===== src/isbsc_pkg.sv =====
// Overview of operation
// - memory strobes input only under external master
// - strobes from bus controller or DMA
// - one parity bit generated per written byte
// - parity pins input and checked on reads
// - parity pins strapped at reset set ROM waits
// - pull refresh line low on refresh start
// - refresh line sensed for external requests
// - each refresh steps address counter, selects mapper
// - slot reset from supply good, oscillator timed
// - low-memory read strobe on refresh, reads below 1MB
// - low-memory write strobe on writes below 1MB
// - system clock divides chosen source by 2/4/6/8
// - bus strobes change on system clock, clear at once when not driving
// - terminal count driven onto the bus
// - zero-wait input ends CPU cycle early
// - default waits 4, 1, 3 ROM, DMA 1
package isbsc_pkg;
   localparam int unsigned CLK_HZ = 25000000;
   // default wait states per cycle kind
   localparam logic [3:0] WS_IO8 = 4'h4;
   localparam logic [3:0] WS_IO16 = 4'h1;
   localparam logic [3:0] WS_ROM = 4'h3;
   localparam logic [3:0] WS_DMA = 4'h1;
   // strap value read from pulled-up parity pins
   localparam logic [1:0] STRAP_DEFAULT = 2'h3;
   // address bits that must be zero below the first megabyte
   localparam int unsigned ADDR_W = 24;
   localparam int unsigned LOW_MB_BIT = 20;
   localparam int unsigned REF_CNT_W = 8;
   localparam int unsigned DIV_SEL_W = 4;

   typedef enum logic [1:0] {
      CYC_IO8 = 2'h0,
      CYC_IO16 = 2'h1,
      CYC_ROM = 2'h2,
      CYC_DMA = 2'h3
   } isbsc_cyc_t;

   typedef enum logic [3:0] {
      ST_IDLE = 4'h1,
      ST_CMD = 4'h2,
      ST_WAIT = 4'h4,
      ST_END = 4'h8
   } isbsc_state_t;
endpackage : isbsc_pkg


===== src/isbsc_top.sv =====
module isbsc_top (
   // clock and reset
   input wire logic mclk_i,
   input wire logic reset_n_i,
   // clock sources and divider control
   input wire logic bus_osc_in_i,
   input wire logic doubled_cpu_clock_i,
   input wire logic bus_osc_sel_i,
   input wire logic [isbsc_pkg::DIV_SEL_W-1:0] clock_divider_register_i,
   output logic sysclk_o,
   // ownership
   input wire logic hold_ack_i,
   input wire logic master_n_i,
   // bus controller strobe requests, active high
   input wire logic bc_bale_i,
   input wire logic bc_ior_i,
   input wire logic bc_iow_i,
   input wire logic bc_memr_i,
   input wire logic bc_memw_i,
   // dma strobe requests, active high
   input wire logic dma_ior_i,
   input wire logic dma_iow_i,
   input wire logic dma_memr_i,
   input wire logic dma_memw_i,
   input wire logic dma_tc_i,
   // slot strobes, two-way except bale_o, which is output only
   output logic bale_o,
   input wire logic ior_n_i,
   output logic ior_n_o,
   input wire logic iow_n_i,
   output logic iow_n_o,
   input wire logic memr_n_i,
   output logic memr_n_o,
   input wire logic memw_n_i,
   output logic memw_n_o,
   output logic strobe_oe_o,
   // low-megabyte strobes and terminal count
   input wire logic [isbsc_pkg::ADDR_W-1:0] slot_addr_i,
   output logic smemr_n_o,
   output logic smemw_n_o,
   output logic tc_o,
   // parity
   input wire logic mem_wr_i,
   input wire logic mem_rd_i,
   input wire logic [15:0] wr_data_i,
   input wire logic [15:0] rd_data_i,
   input wire logic [1:0] byte_parity_pins_i,
   output logic [1:0] byte_parity_pins_o,
   output logic [1:0] byte_parity_pins_oe_o,
   output logic parity_err_o,
   output logic [1:0] rom_ws_o,
   // refresh, open drain
   input wire logic refresh_cycle_i,
   input wire logic refresh_n_i,
   output logic refresh_n_o,
   output logic refresh_oe_o,
   output logic [isbsc_pkg::REF_CNT_W-1:0] refresh_addr_o,
   output logic mapper_refresh_sel_o,
   // reset
   input wire logic supply_stable_in_i,
   output logic rstdrv_o,
   // slot cycle control
   input wire logic cyc_start_i,
   input wire isbsc_pkg::isbsc_cyc_t cyc_kind_i,
   input wire logic zero_wait_terminate_n_i,
   output logic cyc_busy_o,
   output logic cyc_done_o
);
   logic osc_prev_ff;
   logic cpu2_prev_ff;
   logic src_tick;
   logic osc_rise;
   logic sys_rise;

   // source edge detection, both inputs taken as synchronous
   always_ff @(posedge mclk_i) begin
      if (!reset_n_i) begin
         osc_prev_ff <= 1'b0;
         cpu2_prev_ff <= 1'b0;
      end else begin
         osc_prev_ff <= bus_osc_in_i;
         cpu2_prev_ff <= doubled_cpu_clock_i;
      end
   end

   assign osc_rise = bus_osc_in_i & ~osc_prev_ff;
   assign src_tick = bus_osc_sel_i ? osc_rise : (doubled_cpu_clock_i & ~cpu2_prev_ff);

   isbsc_clkdiv u_clkdiv (
      .mclk_i(mclk_i),
      .reset_n_i(reset_n_i),
      .src_tick_i(src_tick),
      .ratio_sel_i(clock_divider_register_i[1:0]),
      .sysclk_o(sysclk_o),
      .rise_o(sys_rise)
   );

   // strobe source and direction
   logic own_bc;
   logic own_dma;
   logic drive;
   logic [4:0] req;
   logic [4:0] strb_ff;
   logic [4:0] nxt_strb;
   logic oe_ff;
   logic nxt_oe;

   // bus controller when no hold, dma when hold and master_n_i high
   assign own_bc = ~hold_ack_i;
   assign own_dma = hold_ack_i & master_n_i;
   assign drive = own_bc | own_dma;

   always_comb begin
      req = 5'h00;
      if (own_bc) begin
         req = {bc_bale_i, bc_ior_i, bc_iow_i, bc_memr_i, bc_memw_i};
      end else if (own_dma) begin
         req = {1'b0, dma_ior_i, dma_iow_i, dma_memr_i, dma_memw_i};
      end
      nxt_strb = strb_ff;
      nxt_oe = drive;
      // takes requests on system clock rise, clears at once when not driving
      if (sys_rise) begin
         nxt_strb = req;
      end
      if (!drive) begin
         nxt_strb = 5'h00;
      end
   end

   always_ff @(posedge mclk_i) begin
      if (!reset_n_i) begin
         strb_ff <= 5'h00;
         oe_ff <= 1'b0;
      end else begin
         strb_ff <= nxt_strb;
         oe_ff <= nxt_oe;
      end
   end

   assign bale_o = strb_ff[4];
   assign ior_n_o = ~strb_ff[3];
   assign iow_n_o = ~strb_ff[2];
   assign memr_n_o = ~strb_ff[1];
   assign memw_n_o = ~strb_ff[0];
   assign strobe_oe_o = oe_ff;

   // low-megabyte strobes and terminal count
   logic low_mb;
   logic rd_active;
   logic wr_active;
   logic smemr_ff;
   logic nxt_smemr;
   logic smemw_ff;
   logic nxt_smemw;
   logic tc_ff;
   logic nxt_tc;

   assign low_mb = ~|slot_addr_i[isbsc_pkg::ADDR_W-1:isbsc_pkg::LOW_MB_BIT];
   // pin level counts, so external master cycles are covered too
   assign rd_active = oe_ff ? strb_ff[1] : ~memr_n_i;
   assign wr_active = oe_ff ? strb_ff[0] : ~memw_n_i;

   always_comb begin
      nxt_smemr = ~refresh_n_i | (rd_active & low_mb);
      nxt_smemw = wr_active & low_mb;
      nxt_tc = dma_tc_i;
   end

   always_ff @(posedge mclk_i) begin
      if (!reset_n_i) begin
         smemr_ff <= 1'b0;
         smemw_ff <= 1'b0;
         tc_ff <= 1'b0;
      end else begin
         smemr_ff <= nxt_smemr;
         smemw_ff <= nxt_smemw;
         tc_ff <= nxt_tc;
      end
   end

   assign smemr_n_o = ~smemr_ff;
   assign smemw_n_o = ~smemw_ff;
   assign tc_o = tc_ff;

   // parity and ROM wait strap
   logic strap_done_ff;
   logic nxt_strap_done;
   logic [1:0] rom_ws_ff;
   logic [1:0] nxt_rom_ws;
   logic par_wr;
   logic par_chk;

   assign par_wr = mem_wr_i & strap_done_ff;
   assign par_chk = mem_rd_i & strap_done_ff;

   isbsc_parity #(
      .BYTES(2),
      .ODD(1'b1)
   ) u_parity (
      .mclk_i(mclk_i),
      .reset_n_i(reset_n_i),
      .wr_en_i(par_wr),
      .chk_en_i(par_chk),
      .wr_data_i(wr_data_i),
      .rd_data_i(rd_data_i),
      .par_i(byte_parity_pins_i),
      .par_o(byte_parity_pins_o),
      .par_oe_o(byte_parity_pins_oe_o),
      .err_o(parity_err_o)
   );

   always_comb begin
      nxt_strap_done = 1'b1;
      nxt_rom_ws = rom_ws_ff;
      if (!strap_done_ff) begin
         nxt_rom_ws = byte_parity_pins_i;
      end
   end

   always_ff @(posedge mclk_i) begin
      if (!reset_n_i) begin
         strap_done_ff <= 1'b0;
         rom_ws_ff <= isbsc_pkg::STRAP_DEFAULT;
      end else begin
         strap_done_ff <= nxt_strap_done;
         rom_ws_ff <= nxt_rom_ws;
      end
   end

   assign rom_ws_o = rom_ws_ff;

   // refresh line and counter
   logic ref_oe_ff;
   logic nxt_ref_oe;
   logic ref_prev_ff;
   logic [isbsc_pkg::REF_CNT_W-1:0] ref_cnt_ff;
   logic [isbsc_pkg::REF_CNT_W-1:0] nxt_ref_cnt;
   logic map_sel_ff;

   always_comb begin
      nxt_ref_oe = refresh_cycle_i;
      nxt_ref_cnt = ref_cnt_ff;
      if (ref_prev_ff & ~refresh_n_i) begin
         nxt_ref_cnt = ref_cnt_ff + 1'b1;
      end
   end

   always_ff @(posedge mclk_i) begin
      if (!reset_n_i) begin
         ref_oe_ff <= 1'b0;
         ref_prev_ff <= 1'b1;
         ref_cnt_ff <= '0;
         map_sel_ff <= 1'b0;
      end else begin
         ref_oe_ff <= nxt_ref_oe;
         ref_prev_ff <= refresh_n_i;
         ref_cnt_ff <= nxt_ref_cnt;
         map_sel_ff <= ~refresh_n_i;
      end
   end

   assign refresh_n_o = 1'b0;
   assign refresh_oe_o = ref_oe_ff;
   assign refresh_addr_o = ref_cnt_ff;
   assign mapper_refresh_sel_o = map_sel_ff;

   // slot reset
   logic rstdrv_ff;
   logic nxt_rstdrv;

   always_comb begin
      nxt_rstdrv = rstdrv_ff;
      if (osc_rise) begin
         nxt_rstdrv = ~supply_stable_in_i;
      end
   end

   always_ff @(posedge mclk_i) begin
      if (!reset_n_i) begin
         rstdrv_ff <= 1'b1;
      end else begin
         rstdrv_ff <= nxt_rstdrv;
      end
   end

   assign rstdrv_o = rstdrv_ff;

   // slot cycle length
   isbsc_pkg::isbsc_state_t st_ff;
   isbsc_pkg::isbsc_state_t nxt_st;
   logic [3:0] ws_ff;
   logic [3:0] nxt_ws;
   logic cpu_cyc_ff;
   logic nxt_cpu_cyc;
   logic [3:0] ws_load;

   always_comb begin
      unique case (cyc_kind_i)
         isbsc_pkg::CYC_IO8: ws_load = isbsc_pkg::WS_IO8;
         isbsc_pkg::CYC_IO16: ws_load = isbsc_pkg::WS_IO16;
         isbsc_pkg::CYC_ROM: ws_load = {2'h0, rom_ws_ff};
         isbsc_pkg::CYC_DMA: ws_load = isbsc_pkg::WS_DMA;
      endcase
   end

   always_comb begin
      nxt_st = st_ff;
      nxt_ws = ws_ff;
      nxt_cpu_cyc = cpu_cyc_ff;
      unique case (st_ff)
         isbsc_pkg::ST_IDLE: begin
            if (cyc_start_i) begin
               nxt_ws = ws_load;
               nxt_cpu_cyc = cyc_kind_i != isbsc_pkg::CYC_DMA;
               nxt_st = isbsc_pkg::ST_CMD;
            end
         end
         isbsc_pkg::ST_CMD: begin
            if (sys_rise) begin
               nxt_st = isbsc_pkg::ST_WAIT;
            end
         end
         isbsc_pkg::ST_WAIT: begin
            if (sys_rise) begin
               if ((cpu_cyc_ff & ~zero_wait_terminate_n_i) || ws_ff == 4'h0) begin
                  nxt_st = isbsc_pkg::ST_END;
               end else begin
                  nxt_ws = ws_ff - 4'h1;
               end
            end
         end
         isbsc_pkg::ST_END: begin
            nxt_st = isbsc_pkg::ST_IDLE;
         end
         default: begin
            nxt_st = isbsc_pkg::ST_IDLE;
         end
      endcase
   end

   always_ff @(posedge mclk_i) begin
      if (!reset_n_i) begin
         st_ff <= isbsc_pkg::ST_IDLE;
         ws_ff <= 4'h0;
         cpu_cyc_ff <= 1'b0;
      end else begin
         st_ff <= nxt_st;
         ws_ff <= nxt_ws;
         cpu_cyc_ff <= nxt_cpu_cyc;
      end
   end

   assign cyc_busy_o = st_ff != isbsc_pkg::ST_IDLE;
   assign cyc_done_o = st_ff == isbsc_pkg::ST_END;
endmodule : isbsc_top


===== src/isbsc_clkdiv.sv =====
module isbsc_clkdiv (
   // clock and reset
   input wire logic mclk_i,
   input wire logic reset_n_i,
   // source edges and ratio
   input wire logic src_tick_i,
   input wire logic [1:0] ratio_sel_i,
   // divided clock
   output logic sysclk_o,
   output logic rise_o
);
   logic [1:0] cnt_ff;
   logic [1:0] nxt_cnt;
   logic sysclk_ff;
   logic nxt_sysclk;
   logic rise_ff;
   logic nxt_rise;

   // half period of sel+1 source edges
   always_comb begin
      nxt_cnt = cnt_ff;
      nxt_sysclk = sysclk_ff;
      nxt_rise = 1'b0;
      if (src_tick_i) begin
         if (cnt_ff >= ratio_sel_i) begin
            nxt_cnt = 2'h0;
            nxt_sysclk = ~sysclk_ff;
            nxt_rise = ~sysclk_ff;
         end else begin
            nxt_cnt = cnt_ff + 2'h1;
         end
      end
   end

   always_ff @(posedge mclk_i) begin
      if (!reset_n_i) begin
         cnt_ff <= 2'h0;
         sysclk_ff <= 1'b0;
         rise_ff <= 1'b0;
      end else begin
         cnt_ff <= nxt_cnt;
         sysclk_ff <= nxt_sysclk;
         rise_ff <= nxt_rise;
      end
   end

   assign sysclk_o = sysclk_ff;
   assign rise_o = rise_ff;
endmodule : isbsc_clkdiv


===== src/isbsc_parity.sv =====
module isbsc_parity #(
   parameter int unsigned BYTES = 2,
   parameter bit ODD = 1'b1
) (
   // clock and reset
   input wire logic mclk_i,
   input wire logic reset_n_i,
   // memory side
   input wire logic wr_en_i,
   input wire logic chk_en_i,
   input wire logic [8*BYTES-1:0] wr_data_i,
   input wire logic [8*BYTES-1:0] rd_data_i,
   // parity pins
   input wire logic [BYTES-1:0] par_i,
   output logic [BYTES-1:0] par_o,
   output logic [BYTES-1:0] par_oe_o,
   // check result
   output logic err_o
);
   logic [BYTES-1:0] gen_bit;
   logic [BYTES-1:0] bad_bit;
   logic [BYTES-1:0] par_ff;
   logic [BYTES-1:0] nxt_par;
   logic [BYTES-1:0] oe_ff;
   logic [BYTES-1:0] nxt_oe;
   logic err_ff;
   logic nxt_err;

   for (genvar b = 0; b < BYTES; b++) begin : g_byte
      assign gen_bit[b] = (^wr_data_i[8*b+7:8*b]) ^ ODD;
      assign bad_bit[b] = (^rd_data_i[8*b+7:8*b]) ^ par_i[b] ^ ODD;
   end

   always_comb begin
      nxt_par = par_ff;
      nxt_oe = {BYTES{1'b0}};
      nxt_err = 1'b0;
      if (wr_en_i) begin
         nxt_par = gen_bit;
         nxt_oe = {BYTES{1'b1}};
      end else if (chk_en_i) begin
         nxt_err = |bad_bit;
      end
   end

   always_ff @(posedge mclk_i) begin
      if (!reset_n_i) begin
         par_ff <= {BYTES{1'b0}};
         oe_ff <= {BYTES{1'b0}};
         err_ff <= 1'b0;
      end else begin
         par_ff <= nxt_par;
         oe_ff <= nxt_oe;
         err_ff <= nxt_err;
      end
   end

   assign par_o = par_ff;
   assign par_oe_o = oe_ff;
   assign err_o = err_ff;
endmodule : isbsc_parity


===== config.mk =====
export PLATFORM = sky130hd
export DESIGN_NAME = isbsc_top
export DESIGN_NICKNAME = d
export VERILOG_FILES = /design/src/isbsc_pkg.sv /design/src/isbsc_top.sv /design/src/isbsc_clkdiv.sv /design/src/isbsc_parity.sv
export SDC_FILE = /design/constraint.sdc
export NUM_CORES = 1
export LEC_CHECK = 0
export ABC_CLOCK_PERIOD_IN_PS = 1700
export BUFFER_PORTS_ARGS = -buffer_cell sky130_fd_sc_hd__clkbuf_2
export CAP_MARGIN = 20
export CORE_MARGIN = 1
export CORE_UTILIZATION = 40
export CTS_BUF_LIST = sky130_fd_sc_hd__clkbuf_16
export CTS_CLUSTER_DIAMETER = 150
export DETAILED_ROUTE_END_ITERATION = 10
export GPL_TIMING_DRIVEN = 0
export PLACE_DENSITY_LB_ADDON = 0.12
export REMOVE_ABC_BUFFERS = 1
export SYNTH_ARGS = -nofsm -noshare
export SYNTH_HDL_FRONTEND = slang
export SYNTH_SLANG_ARGS = --single-unit

===== constraint.sdc =====
create_clock -name mclk_i -period 1.7 [get_ports mclk_i]
set_input_delay 0.34 -clock mclk_i [delete_from_list [all_inputs] [get_ports mclk_i]]
set_output_delay 0.34 -clock mclk_i [all_outputs]
set_load 0.02 [all_outputs]

**After elaboration in Yosys (flattened, before gate mapping)**

Cells that the tools add are included.
Widths: inputs -> output; s select.

- Register bits: 44
- Word-level logic and storage cells: 112

- Bitwise gates (word level): 34
- Equal/unequal tests: 14
- Mux-type cells: 18
- Reductions and logical operators: 19
- Add/subtract/negate cells: 3
- Magnitude comparators: 1

Operators by type and width:

| cell | number |
|---|---|
| $mux 4 | 8 |
| $reduce_xor 8->1 | 4 |
| $pmux 4 s3 | 2 |
| $not 1->1 | 21 |
| $and 1x1->1 | 9 |
| $add 8x1->8 const B | 1 |
| $ne 2x2->1 const B | 4 |
| $pmux 4 s2 | 1 |
| $reduce_and 4->1 | 2 |
| $reduce_and 2->1 | 3 |
| $mux 5 | 1 |
| $eq 2x2->1 const B | 2 |
| $eq 4x1->1 const B | 1 |
| $eq 4x2->1 const B | 1 |
| $eq 4x3->1 const B | 1 |
| $eq 4x4->1 const B | 1 |
| $logic_not 4->1 | 1 |
| $mux 1 | 4 |
| $mux 2 | 2 |
| $ne 2x1->1 const B | 2 |
| $ne 4x1->1 const B | 1 |
| $reduce_or 2->1 | 2 |
| $reduce_or 4->1 | 1 |
| $sub 4x1->4 const B | 1 |
| other kinds (11) | 13 |

**Logic depth before layout (Yosys ltp)**

- Depth after elaboration: 6
- Depth in mapped cells: 7
- Depth with buffers taken out: 7

**Modules after synthesis**

Synthesis repeated with hierarchy kept, for this count alone.

- Cells, all modules: 236
- Area, all modules: 2,135.8 µm²

By module, submodules not included:

| module | instances | seq. area each (µm²) | cells each | area an instance (µm²) |
|---|---|---|---|---|
| isbsc_top | 1 | 700.7 | 175 | 1,537.7 |
| isbsc_parity | 1 | 80.1 | 42 | 405.4 |
| isbsc_clkdiv | 1 | 80.1 | 19 | 192.7 |

**Worst setup path after synthesis**

No wires, ideal clock.

- Path kind: flip-flop to flip-flop
- Start point: reg st_ff[1]
- End point: reg ws_ff[0]
- Path slack: 154 ps
- Buffers on the path: 1
- Cell stages (with the launch flop): 6
- Clock period less this slack: 1,546 ps
- Setup time: 131 ps
- Arrival: 1,415 ps
- Path through: dfxtp_1 buf_4 nand2b_4 or4_4 a2111oi_2 nor4b_2

- Longest elaborated chain between the ends: 3
- Elaborated cells between the ends (all ways): 8

RTL lines:

| element | RTL line | text |
|---|---|---|
| start, declared | isbsc_top.sv:290 | `isbsc_pkg::isbsc_state_t st_ff;` |
| start signal, assigned | isbsc_top.sv:344 | `st_ff <= isbsc_pkg::ST_IDLE;` |
| start signal, assigned | isbsc_top.sv:348 | `st_ff <= nxt_st;` |
| $eq 4x3->1 / $eq 4x1->1 (equally long branches) | isbsc_top.sv:311 | `unique case (st_ff)` |
| $ne 2x2->1 (no source line) (tied with other cells) | -- |  |
| $reduce_and 4->1 (no source line) | -- |  |
| end signal, assigned | isbsc_top.sv:349 | `ws_ff <= nxt_ws;` |
| end, declared | isbsc_top.sv:292 | `logic [3:0] ws_ff;` |

Parallel ways exist; a longest one is shown, timed or not.
A chain may end at the register's enable or synchronous reset.

**Final worst setup path**

- Start point: reg st_ff[1]
- End point: out cyc_busy_o

- Longest elaborated chain between the ends: 1

RTL lines:

| element | RTL line | text |
|---|---|---|
| $ne 4x1->1 | isbsc_top.sv:354 | `assign cyc_busy_o = st_ff != isbsc_pkg::ST_IDLE;` |
| end, declared | isbsc_top.sv:66 | `output logic cyc_busy_o,` |

Every way passes these cells.

==> summary.md <==
| Metric | Value |
|---|---|
| Status | finished clean |
| Crit-path max cell delay | about 370 ps |
| Worst-Skew Late Latency | 270 ps |
| Die width | approximately 76 microns |
| DP Area | roughly 0.0027 sq mm |
| Leading cell type in the layout, fill and taps excluded | clkbuf_2 |
| Pwr Density | approximately 950 mW/mm^2 |
| Worst-Margin Slew | between 600 and 700 ps |
| DP Wirelength | approximately 3100 microns |
| H-tree levels | 2 |
| F_max | approximately 620 MHz |
| CTS sink cnt | 43 |
| First-pass iteration count of the detailed router | 4 |
| Total of fill cells in the finished design | between 400 and 500 |
| Num rows | 26 |
| Via count | between 1500 and 2000 |
| CTS tree | built |
| Syn Inst Count | 241 |
| Critical Path Source Type | flop |
| CP max FO | 6 |
| Clk slew on worst S/H paths | roughly 60 ps |
| Starting Density | between 40 and 50% |
| DRT Wirelength | between 4000 and 5000 microns |
| Min-Delay Endpoint | mapper_refresh_sel_o |
| Number of synthesized flops with an enable pin | 0 |
| Start of the worst register-to-register path | st_ff[1] |
| Setup TNS Final | 0 ps |
| Final hold viol count | 0 |
| Yosys warns | 0 |
| Asr flop ratio synth | 0% |
| Syn Std Cell Area | between 0.002 and 0.0025 sq mm |
| CTS buffer count | 5 |
| Num ports | between 100 and 150 |
| Seq/Total Area, Yosys | approximately two fifths |
| DR iter-0 viols | 31 |
| Synth Register Bits | 43 |
| Slowest stage cell, crit path | dfxtp_4 |
| CTS root buffer | clkbuf_16 |
| Initial antenna violation count | 0 |
| Most frequent cells in the layout | clkbuf_2 (96), dfxtp_1 (40), xnor2_1 (33), nand2_1 (18), inv_1 (17) |
| Longest Clk Path Bufs | 2 |
| Critical R2R Capture | ws_ff[0] |
| R2R cell count | 6 |
| Cell variety after synth | 47 |
| Final WS setup | ~84 ps |
| Crit path launch | st_ff[1] |
| Post-route minimum period | around 1600 ps |
| Total congestion overflow | 0 |
| Port bufs | 97 |
| WS Path Type | reg2out |
| CP cell instances | nand2b_4, or3_4, buf_6 |
| Avg WL per Cell | about 10 microns |
| Avg Cell Area, Syn | 9.08 sq um |
| Leak | between 1 and 1.5 nW |
| Slew headroom | around three fifths |
| GRT Util Overall | between 10 and 15% |
| Via density | 4.65 |
| Global-route wire length before repair | between 7000 and 8000 microns |
| Final GP Congestion | just under 0.8 |
| Nets | 436 |
| HP Start | refresh_n_i |
| Vias in the first global route | about 1700 |
| Clock skew | about 4.4 ps |
| Max Cap Viol | 0 |
| Worst setup EP type | output pin |
| Syn-to-layout area delta | 35.8% |
| Share of cells above drive strength 1 | a little over a third |
| Core Region | 0.00517 sq mm |
| R2R Setup Slk | about 120 ps |
| Largest net degree at the start of global routing | 33 |
| DRC Markers | 0 |
| WP data required | 1360 ps |
| Place WS | -66.5 ps |
| Hold Worst Slack | 257 ps |
| Final-report setup violation count | 0 |
| Arr. time, crit path | 1280 ps |
| Worst VDD drop | roughly 0.41 mV |
| Hold depth | 2 |
| Post-layout instance area | 0.00297 sq mm |
| Post-route ant nets | 0 |
| Period utilisation layout | 95.1% |
| Slew Limit Fails | 0 |
| Top_reg_cell synth | dfxtp_1 |
| # diodes | 0 |
| Worst min path class | in2reg |
| Die height | 76.0 microns |
| CTS hold repair buffers | 0 |
| Die Footprint | 0.00577 sq mm |
| RSZ-0062 raised after global routing | false |
[registers in the layout, summed over array words and instances, names as in the netlist, 2 cells and up]
name	count
refresh_addr_o	8
rom_ws_o	2
st_ff	4
strb_ff	5
u_clkdiv.cnt_ff	2
u_parity.par_o	2
ws_ff	4
[through the flow]
stage / cells / power, mW / utilization (%)
floorplan: 232 / 1.44 / -
global placement: 399 / 1.60 / 52.3
detailed placement: 399 / 1.61 / 52.3
CTS: 408 / 2.82 / 56.1
global route: 411 / 2.95 / 57.5
finish: 411 / 2.81 / 57.5
[worst max-delay path: cells and delay by family, from the launching register on]
family,cells,cell delay [ps]
buf+inv,1,140
flops,1,370
simple gates,2,490
[where the power goes]
group | internal, mW | switching (mW)
Sequential | 1.06 | 0.0427
Combinational | 0.262 | 0.246
Clock | 0.836 | 0.361
Total | 2.16 | 0.650
[repair_timing]
item | 4_1_cts | 5_1_grt
gates resized for setup | 2 | 10
setup buffers | 1 | 3
pin swaps | 0 | 0
gates cloned | 0 | 0
endpoints found under the hold margin | 0 | 0
endpoints found under the setup margin | 3 | 6
[cell type report]
type / instances / area, sq um / share of cell area, %
timing repair buffer: 101 / 534 / 18.0
tap: 70 / 87.6 / 2.95
sequential: 43 / 870 / 29.3
multi-input combinational: 173 / 1230 / 41.4
clock buffer: 5 / 125 / 4.21
inverter: 16 / 60.1 / 2.02
clock inverter: 3 / 63.8 / 2.15
[layer usage]
metal / share of wire (%) / GRT usage, %
met1: 46 / 17.8
met2: 48 / 25.2
met3: 6.0 / 4.10
met4: 0.36 / 3.46
met5: 0 / 0
[cell usage after synthesis, types with 2 or more instances]
| cell type | count | area, sq um |
|---|---|---|
| a21boi_0 | 2 | 15.0 |
| a21oi_1 | 6 | 30.0 |
| a311oi_1 | 4 | 35.0 |
| and2_1 | 15 | 93.8 |
| and3_1 | 3 | 18.8 |
| buf_4 | 4 | 30.0 |
| clkbuf_1 | 3 | 11.3 |
| dfxtp_1 | 43 | 861 |
| ha_1 | 4 | 50.1 |
| inv_1 | 16 | 60.1 |
| mux2i_1 | 4 | 40.0 |
| nand2_1 | 19 | 71.3 |
| nand2b_1 | 7 | 43.8 |
| nand3_1 | 10 | 50.1 |
| nand3b_1 | 2 | 15.0 |
| nand4b_1 | 2 | 17.5 |
| nor2_1 | 13 | 48.8 |
| nor2b_1 | 3 | 18.8 |
| nor3_1 | 5 | 25.0 |
| nor4_1 | 2 | 12.5 |
| nor4b_1 | 2 | 17.5 |
| o21ai_0 | 9 | 45.0 |
| o22ai_1 | 2 | 12.5 |
| xnor2_1 | 33 | 289 |
| xor2_1 | 6 | 52.6 |
[worst max path at each step]
| stage | slack [ps] | endpoint |
|---|---|---|
| 6_report | 80 | cyc_busy_o |
| 3_3_place_gp | -30 | ws_ff[3] |
| 3_5_place_dp | -70 | ws_ff[3] |
| 4_1_cts | -30 | cyc_busy_o |
| 5_1_grt | 10 | ws_ff[3] |
| 2_1_floorplan | 170 | cyc_done_o |
[cell families after synthesis]
kind of cell    count (synthesis)  share of synthesized area [%]
other cells                     1                          0.171
xor+xnor                       39                           15.6
compound gates                 32                           10.4
simple gates                   92                           24.5
mux                             5                           2.34
flops                          43                           39.3
buf+inv                        25                           5.32
fa+ha+maj                       4                           2.29
Power figures use the tool's default switching activity.
